### config.mk
export PLATFORM = sky130hd
export DESIGN_NAME = rxf_fault_flags
export DESIGN_NICKNAME = d
export VERILOG_FILES = /design/src/verilog/rxf_pkg.sv /design/src/verilog/rxf_flag_cell.sv /design/src/verilog/rxf_fault_flags.sv
export SDC_FILE = /design/constraint.sdc
export NUM_CORES = 1
export LEC_CHECK = 0
export ABC_AREA = 1
export BUFFER_PORTS_ARGS = -buffer_cell sky130_fd_sc_hd__buf_2
export CORE_ASPECT_RATIO = 1.1
export CORE_MARGIN = 4
export CORE_UTILIZATION = 48
export CTS_BUF_LIST = sky130_fd_sc_hd__clkbuf_4
export DETAILED_ROUTE_END_ITERATION = 16
export PLACE_DENSITY = 0.79
export SYNTH_ARGS = -nofsm -noshare
export SYNTH_HDL_FRONTEND = slang
export SYNTH_SLANG_ARGS = --single-unit
export TNS_END_PERCENT = 20
### constraint.sdc
create_clock -name clk_sys -period 0.89 [get_ports clk_sys]
set_input_delay 0.089 -clock clk_sys [delete_from_list [all_inputs] [get_ports clk_sys]]
set_output_delay 0.089 -clock clk_sys [all_outputs]
set_load 0.01 [all_outputs]
### src/verilog/rxf_pkg.sv
// constants for the receiver fault flag block
package rxf_pkg;
  localparam int          RXF_AW        = 7;
  localparam int          RXF_DW        = 8;
  localparam logic [6:0]  RXF_FLAGS_ADR = 7'h18;
  localparam logic [6:0]  RXF_MASK_ADR  = 7'h19;
  localparam logic [7:0]  RXF_MASK_RST  = 8'h00;
  localparam logic [7:0]  RXF_DATA_RST  = 8'h00;
  localparam int          RXF_B_VALID   = 7;
  localparam int          RXF_B_EMPH    = 6;
  localparam int          RXF_B_NA_CS   = 5;
  localparam int          RXF_B_NA_PRE  = 4;
  localparam int          RXF_B_CRC     = 3;
  localparam int          RXF_B_NOSTR   = 2;
  localparam int          RXF_B_BIPHASE = 1;
  localparam int          RXF_B_LOCK    = 0;
  localparam logic [7:0]  RXF_STICKY    = 8'h0A;
endpackage : rxf_pkg

### src/verilog/rxf_flag_cell.sv
// one flag bit with its pending interrupt event
`timescale 1ns/10ps
`default_nettype none
module rxf_flag_cell #(
  parameter bit STICKY = 1'b0
) (
  // clock and reset
  input  wire logic clk_sys,
  input  wire logic rst_n,
  // condition
  input  wire logic level_in,
  input  wire logic event_in,
  // acknowledge by read
  input  wire logic ack,
  // state
  output var  logic flag_r,
  output var  logic pend_r
);
  logic hit;

  // sticky bits set on event pulse, level bits on any change
  assign hit = STICKY ? event_in : ((level_in != flag_r) | event_in);

  always_ff @(posedge clk_sys or negedge rst_n) begin
    if (!rst_n) begin
      flag_r <= 1'b0;
    end else if (STICKY) begin
      flag_r <= event_in | (flag_r & ~ack);
    end else begin
      flag_r <= level_in;
    end
  end

  // new event wins over acknowledge
  always_ff @(posedge clk_sys or negedge rst_n) begin
    if (!rst_n) begin
      pend_r <= 1'b0;
    end else begin
      pend_r <= hit | (pend_r & ~ack);
    end
  end
endmodule : rxf_flag_cell
`default_nettype wire

### src/verilog/rxf_fault_flags.sv
// receiver fault flag register, mask and interrupt
// What this block does
// - read-only fault register at 0x18, bits 7..0
// - emphasis level; interrupt only on change
// - non-audio level; interrupt on change or type
// - preamble non-audio level; interrupt on change
// - checksum fault sticky until register read
// - no-stream level; interrupt only on change
// - biphase/parity fault sticky until read
// - lock follows PLL; interrupt on change
// - mask bit one enables flag interrupt
`timescale 1ns/10ps
`default_nettype none
module rxf_fault_flags
  import rxf_pkg::*;
(
  // clock and reset
  input  wire logic              clk_sys,
  input  wire logic              rst_n,
  // register port
  input  wire logic [RXF_AW-1:0] reg_addr,
  input  wire logic              reg_rd,
  input  wire logic              reg_wr,
  input  wire logic [RXF_DW-1:0] reg_wdata,
  output var  logic [RXF_DW-1:0] reg_rdata_r,
  // receiver status
  input  wire logic              received_valid_flag,
  input  wire logic              emphasis_in,
  input  wire logic              nonaudio_cs_in,
  input  wire logic              nonaudio_type_chg,
  input  wire logic              nonaudio_pre_in,
  input  wire logic              status_checksum_fault,
  input  wire logic              no_stream_in,
  input  wire logic              biphase_err,
  input  wire logic              pll_lock_in,
  // interrupt
  output var  logic              irq_r
);
  logic [7:0] lvl;
  logic [7:0] evt;
  logic [7:0] flags;
  logic [7:0] pend;
  logic [7:0] mask_r;
  logic       ack;

  function automatic logic hit_adr(input logic [6:0] a, input logic [6:0] b);
    return a == b;
  endfunction : hit_adr

  assign ack = reg_rd & hit_adr(reg_addr, RXF_FLAGS_ADR);

  always_comb begin
    lvl = 8'h00;
    evt = 8'h00;
    lvl[RXF_B_VALID]   = received_valid_flag;
    lvl[RXF_B_EMPH]    = emphasis_in;
    lvl[RXF_B_NA_CS]   = nonaudio_cs_in;
    evt[RXF_B_NA_CS]   = nonaudio_type_chg;
    lvl[RXF_B_NA_PRE]  = nonaudio_pre_in;
    evt[RXF_B_CRC]     = status_checksum_fault;
    lvl[RXF_B_NOSTR]   = no_stream_in;
    evt[RXF_B_BIPHASE] = biphase_err;
    lvl[RXF_B_LOCK]    = pll_lock_in;
  end

  // per-bit flag and event cells
  generate
    for (genvar i = 0; i < 8; i++) begin : g_cell
      rxf_flag_cell #(.STICKY(RXF_STICKY[i])) u_cell (
        .clk_sys  (clk_sys),
        .rst_n    (rst_n),
        .level_in (lvl[i]),
        .event_in (evt[i]),
        .ack      (ack),
        .flag_r   (flags[i]),
        .pend_r   (pend[i])
      );
    end
  endgenerate

  // mask register
  always_ff @(posedge clk_sys or negedge rst_n) begin
    if (!rst_n) begin
      mask_r <= RXF_MASK_RST;
    end else if (reg_wr && hit_adr(reg_addr, RXF_MASK_ADR)) begin
      mask_r <= reg_wdata;
    end
  end

  // read data, fault register is read-only
  always_ff @(posedge clk_sys or negedge rst_n) begin
    if (!rst_n) begin
      reg_rdata_r <= RXF_DATA_RST;
    end else if (reg_rd) begin
      if (hit_adr(reg_addr, RXF_FLAGS_ADR)) begin
        reg_rdata_r <= flags;
      end else if (hit_adr(reg_addr, RXF_MASK_ADR)) begin
        reg_rdata_r <= mask_r;
      end else begin
        reg_rdata_r <= RXF_DATA_RST;
      end
    end
  end

  // interrupt
  always_ff @(posedge clk_sys or negedge rst_n) begin
    if (!rst_n) begin
      irq_r <= 1'b0;
    end else begin
      irq_r <= |(pend & mask_r);
    end
  end

  a_flag_read: assert property (@(posedge clk_sys) disable iff (!rst_n)
    ack |=> reg_rdata_r == $past(flags))
    else $error("fault register read returned wrong data");

  a_emph_event: assert property (@(posedge clk_sys) disable iff (!rst_n)
    (emphasis_in != flags[RXF_B_EMPH]) |=> pend[RXF_B_EMPH])
    else $error("emphasis change raised no event");

  a_natype_event: assert property (@(posedge clk_sys) disable iff (!rst_n)
    nonaudio_type_chg |=> pend[RXF_B_NA_CS])
    else $error("non-audio type change raised no event");

  a_pre_quiet: assert property (@(posedge clk_sys) disable iff (!rst_n)
    (ack && nonaudio_pre_in == flags[RXF_B_NA_PRE])
      |=> !pend[RXF_B_NA_PRE])
    else $error("preamble event remained after read");

  a_crc_hold: assert property (@(posedge clk_sys) disable iff (!rst_n)
    (flags[RXF_B_CRC] && !ack) |=> flags[RXF_B_CRC])
    else $error("checksum fault dropped without read");

  a_crc_clear: assert property (@(posedge clk_sys) disable iff (!rst_n)
    (ack && !status_checksum_fault) |=> !flags[RXF_B_CRC])
    else $error("checksum fault not cleared by read");

  a_nostr_quiet: assert property (@(posedge clk_sys) disable iff (!rst_n)
    (ack && no_stream_in == flags[RXF_B_NOSTR])
      |=> !pend[RXF_B_NOSTR] && flags[RXF_B_NOSTR] == $past(no_stream_in))
    else $error("no-stream bit changed or kept event after read");

  a_bip_set: assert property (@(posedge clk_sys) disable iff (!rst_n)
    biphase_err |=> flags[RXF_B_BIPHASE] && pend[RXF_B_BIPHASE])
    else $error("biphase fault not captured");

  a_lock_follow: assert property (@(posedge clk_sys) disable iff (!rst_n)
    1'b1 |=> flags[RXF_B_LOCK] == $past(pll_lock_in))
    else $error("lock bit does not follow pll");

  a_mask_block: assert property (@(posedge clk_sys) disable iff (!rst_n)
    (mask_r == 8'h00) [*2] |-> !irq_r)
    else $error("interrupt with all masks clear");

  a_irq_source: assert property (@(posedge clk_sys) disable iff (!rst_n)
    1'b1 |=> irq_r == $past(|(pend & mask_r)))
    else $error("interrupt not tied to masked events");

  a_valid_follow: assert property (@(posedge clk_sys) disable iff (!rst_n)
    1'b1 |=> flags[RXF_B_VALID] == $past(received_valid_flag))
    else $error("validity bit does not follow input");

  a_emph_follow: assert property (@(posedge clk_sys) disable iff (!rst_n)
    1'b1 |=> flags[RXF_B_EMPH] == $past(emphasis_in))
    else $error("emphasis bit does not follow input");

  a_na_follow: assert property (@(posedge clk_sys) disable iff (!rst_n)
    1'b1 |=> flags[RXF_B_NA_CS] == $past(nonaudio_cs_in))
    else $error("non-audio bit does not follow input");

  a_na_quiet: assert property (@(posedge clk_sys) disable iff (!rst_n)
    (ack && !nonaudio_type_chg && nonaudio_cs_in == flags[RXF_B_NA_CS])
      |=> !pend[RXF_B_NA_CS])
    else $error("non-audio event remained after read");

  a_pre_event: assert property (@(posedge clk_sys) disable iff (!rst_n)
    (nonaudio_pre_in != flags[RXF_B_NA_PRE]) |=> pend[RXF_B_NA_PRE])
    else $error("preamble change raised no event");

  a_crc_set: assert property (@(posedge clk_sys) disable iff (!rst_n)
    status_checksum_fault |=> flags[RXF_B_CRC] && pend[RXF_B_CRC])
    else $error("checksum fault not captured");

  a_nostr_event: assert property (@(posedge clk_sys) disable iff (!rst_n)
    (no_stream_in != flags[RXF_B_NOSTR]) |=> pend[RXF_B_NOSTR])
    else $error("no-stream change raised no event");

  a_bip_hold: assert property (@(posedge clk_sys) disable iff (!rst_n)
    (flags[RXF_B_BIPHASE] && !ack) |=> flags[RXF_B_BIPHASE])
    else $error("biphase fault dropped without read");

  a_bip_clear: assert property (@(posedge clk_sys) disable iff (!rst_n)
    (ack && !biphase_err) |=> !flags[RXF_B_BIPHASE])
    else $error("biphase fault not cleared by read");

  a_lock_event: assert property (@(posedge clk_sys) disable iff (!rst_n)
    (pll_lock_in != flags[RXF_B_LOCK]) |=> pend[RXF_B_LOCK])
    else $error("lock change raised no event");

  a_lock_quiet: assert property (@(posedge clk_sys) disable iff (!rst_n)
    (ack && pll_lock_in == flags[RXF_B_LOCK]) |=> !pend[RXF_B_LOCK])
    else $error("lock event remained after read");

  a_mask_write: assert property (@(posedge clk_sys) disable iff (!rst_n)
    (reg_wr && hit_adr(reg_addr, RXF_MASK_ADR))
      |=> mask_r == $past(reg_wdata))
    else $error("mask write not taken");

  a_mask_read: assert property (@(posedge clk_sys) disable iff (!rst_n)
    (reg_rd && hit_adr(reg_addr, RXF_MASK_ADR))
      |=> reg_rdata_r == $past(mask_r))
    else $error("mask read returned wrong data");

  a_unmapped_zero: assert property (@(posedge clk_sys) disable iff (!rst_n)
    (reg_rd && !hit_adr(reg_addr, RXF_FLAGS_ADR)
      && !hit_adr(reg_addr, RXF_MASK_ADR))
      |=> reg_rdata_r == RXF_DATA_RST)
    else $error("unmapped read not zero");

  a_ack_clear: assert property (@(posedge clk_sys) disable iff (!rst_n)
    (ack && evt == 8'h00 && ((lvl ^ flags) & ~RXF_STICKY) == 8'h00)
      |=> pend == 8'h00)
    else $error("read did not acknowledge events");

  a_pend_hold: assert property (@(posedge clk_sys) disable iff (!rst_n)
    (pend[RXF_B_CRC] && !ack) |=> pend[RXF_B_CRC])
    else $error("checksum event dropped without read");
endmodule : rxf_fault_flags
`default_nettype wire

==> run_results.csv <==
group,metric,value,unit
pwr,p_leak,1.070,nW
die,design.core.area,2828,sq um
worst_setup_path,rr_startpoint,"mask_r[1]$_DFFE_PN0P_",
layout,num-nets-final,250,
die,io_pins,37,
global_route,grt_pass1_vias,1406,
clocking,clock-sinks,33,
clocking,cts_tree,"yes",
clocking,cts.clk_slew.worst_paths,0.10,ns
placement,port_buffers,36,
detailed_routing,vias,1315,
worst_setup_path,path_delay_family,"flip-flops",
synth,synth.distinct_cells,21,
detailed_routing,wl_per_cell,13.78,um
synth,yosysSeqAreaShare,56.95,%
die,die_x,60.41,um
die,die_h,65.65,um
synth,syn_area,1450,sq um
hold_path,min_path_cells,4,
sta,worstMarginPinSlew,0.5513,ns
clocking,htreeDepth,2,
synth,syn-num-nets,175,
sta,holdWs,0.1564,ns
global_route,grt_max_degree,34,
sta,grt_setup_unrepaired,"yes",
worst_setup_path,critical_path_arrival,0.88,ns
status,status,"finished with violations",
detailed_routing,drt_iter0_drc,37,
hold_path,holdPathEnd,"mask_r[7]$_DFFE_PN0P_",
global_route,antenna_found_initial,0,
worst_setup_path,critical_path.cell_chain,"buf_2",
detailed_routing,via_per_inst,5.137,
die,initial_utilization,51.28,%
sta,min_period,0.9656,ns
sta,finalHoldViolCount,0,
worst_setup_path,crit_buf_inv,1,
hold_path,hp-class,"in2reg",
worst_setup_path,critPathSlowestCell,"dfrtp_1",
detailed_routing,wirelength,3527,um
sta,relSlewSlack,63.21,%
detailed_routing,drc,0,
die,fp-row-count,20,
worst_setup_path,startpoint_type,"flop",
global_route,grt_use_total,21.47,%
clocking,cts-buffers-inserted,5,
sta,finalMaxSlewViolations,0,
placement,place.gp.congestion,0.8376,
worst_setup_path,cp_slowest_stage_delay,0.40,ns
sta,fin_ws,-0.07560,ns
pwr,ir_drop,1.162,mV
clocking,clockRootBuffer,"clkbuf_4",
synth,ys_seq_elements,33,
clocking,insertion_delay,0.34,ns
layout,drive_gt1_share,32.74,%
worst_setup_path,r2r_setup_slack,-0.01,ns
synth,yosysWarnings,0,
global_route,grt_overflow,0,
worst_setup_path,setup.worst_path.end_class,"output pin",
worst_setup_path,r2r_cells,3,
sta,fin_skew,0.01030,ns
global_route,grt_pass1_wl,6272,um
sta,finalSetupViolations,10,
clocking,clockBufferDepth,2,
detailed_routing,ant_nets,0,
worst_setup_path,r2r-end,"irq_r$_DFF_PN0_",
detailed_routing,first_pass_iters,4,
synth,synth_cells,147,
run,max_cap_violations,0,
pwr,p_per_area,1404,nW/um^2
worst_setup_path,crit_fanout,2,
synth,avgSynthCellArea,9.865,sq um
sta,finalCritPeriodShare,108.5,%
layout,fillers,200,
layout,diodes,0,
die,die_area,3965,sq um
status,violations,"setup timing",
sta,max_freq,1036,MHz
layout,area.growth.synth_to_final,41.16,%
pwr,power,2.873,mW
placement,hpwl,2447,um
hold_path,worstHoldStart,"reg_wr",
worst_setup_path,critPathKind,"reg2out",
worst_setup_path,worstPathRequired,0.80,ns
==> synth_stat cells <==
library cell | n | area, sq um
nand2_2 | 2 | 12.51
nand2_1 | 50 | 187.7
nand4_1 | 12 | 75.07
clkinv_4 | 1 | 8.760
o21ai_2 | 1 | 8.760
nor2_8 | 2 | 40.04
nand2_4 | 2 | 22.52
dfrtp_1 | 33 | 825.8
inv_2 | 1 | 3.750
a22o_1 | 4 | 35.03
nor2_4 | 1 | 11.26
buf_6 | 1 | 11.26
nand3_1 | 10 | 50.05
inv_1 | 6 | 22.52
xnor2_1 | 5 | 43.79
nand3_4 | 1 | 17.52
buf_2 | 1 | 5.000
o21ai_1 | 9 | 45.04
nor2_1 | 3 | 11.26
clkbuf_1 | 1 | 3.750
xor2_1 | 1 | 8.760
==> per-layer routing <==
metal / vias to the layer above / track usage (%) / wire, um
met5: - / 0 / 0
met4: 0 / 7.202 / 58
met3: 8 / 6.680 / 240
met2: 40 / 36.08 / 1906
met1: 627 / 25.58 / 1321
li1: 640 / - / -
==> metrics by stage <==
stage / TNS (ns) / instance area (sq um) / util, % / std cells / setup slack, ns
floorplan: 0 / 1450 / - / 147 / 0.06797
global placement: -0.9018 / 1789 / 63.27 / 228 / -0.06984
detailed placement: -1.859 / 1789 / 63.27 / 228 / -0.1627
CTS: -0.6764 / 2032 / 71.86 / 255 / -0.08131
global route: -1.065 / 2047 / 72.39 / 256 / -0.1190
finish: -0.5339 / 2047 / 72.39 / 256 / -0.07560
==> layout make-up <==
type,count,area [sq um],area share [%]
clock inverters,2,10.01,0.4890
repair buffers,71,513.0,25.06
clock buffers,6,45.04,2.200
well taps,33,41.29,2.017
multi-input cells,103,576.8,28.18
flip-flops and latches,33,825.8,40.34
inverters,8,35.03,1.711
==> flip-flops by register name, indices dropped and copies added, names as in the netlist <==
name,count
reg_rdata_r,8
g_cell.u_cell.flag_r,8
irq_r,1
g_cell.u_cell.pend_r,8
mask_r,8
==> cell usage in the layout, fill, tap and decap left out, drive strengths merged <==
cell and n:
clkinv 3, nand3 11, dlygate4sd3 18, nand2 54, dfrtp 33, nand4 12, nor2 6, clkbuf 6
a22o 4, buf 53, o21ai 10, inv 7, xnor2 5, xor2 1
==> what timing repair did <==
item	4_1_cts	5_1_grt
pin swaps	0	1
hold buffers	18	0
setup endpoints to repair	10	11
resized for setup	0	1
buffers inserted	1	1
hold endpoints to repair	56	0
==> cells by family (layout without fill, tap and decap cells) <==
kind of cell	count (synthesis)	count (layout)	synth area share, %
simple gates	83	83	29.51
flops	33	33	56.95
compound gates	14	14	6.126
buf+inv	11	87	3.795
xor+xnor	6	6	3.624
==> power by group <==
| group | leakage [nW] | internal (mW) | switching, mW |
|---|---|---|---|
| Sequential | 0.390 | 1.56 | 0.0395 |
| Clock | 0.0354 | 0.331 | 0.498 |
| Combinational | 0.645 | 0.231 | 0.213 |
| Total | 1.07 | 2.12 | 0.751 |
==> worst max-delay path by stage <==
stage | startpoint | to | slack [ns] | cells after the start
2_1_floorplan | g_cell[5].u_cell.pend_r$_DFF_PN0_ | irq_r$_DFF_PN0_ | 0.07 | 3
3_3_place_gp | reg_addr[5] | g_cell[2].u_cell.pend_r$_DFF_PN0_ | -0.07 | 7
3_5_place_dp | reg_addr[1] | g_cell[2].u_cell.pend_r$_DFF_PN0_ | -0.16 | 7
4_1_cts | reg_rdata_r[3]$_DFFE_PN0P_ | reg_rdata_r[3] | -0.08 | 1
5_1_grt | reg_rdata_r[2]$_DFFE_PN0P_ | reg_rdata_r[2] | -0.12 | 1
6_report | reg_rdata_r[7]$_DFFE_PN0P_ | reg_rdata_r[7] | -0.08 | 1
No activity file was read; power rests on OpenSTA's default activity.
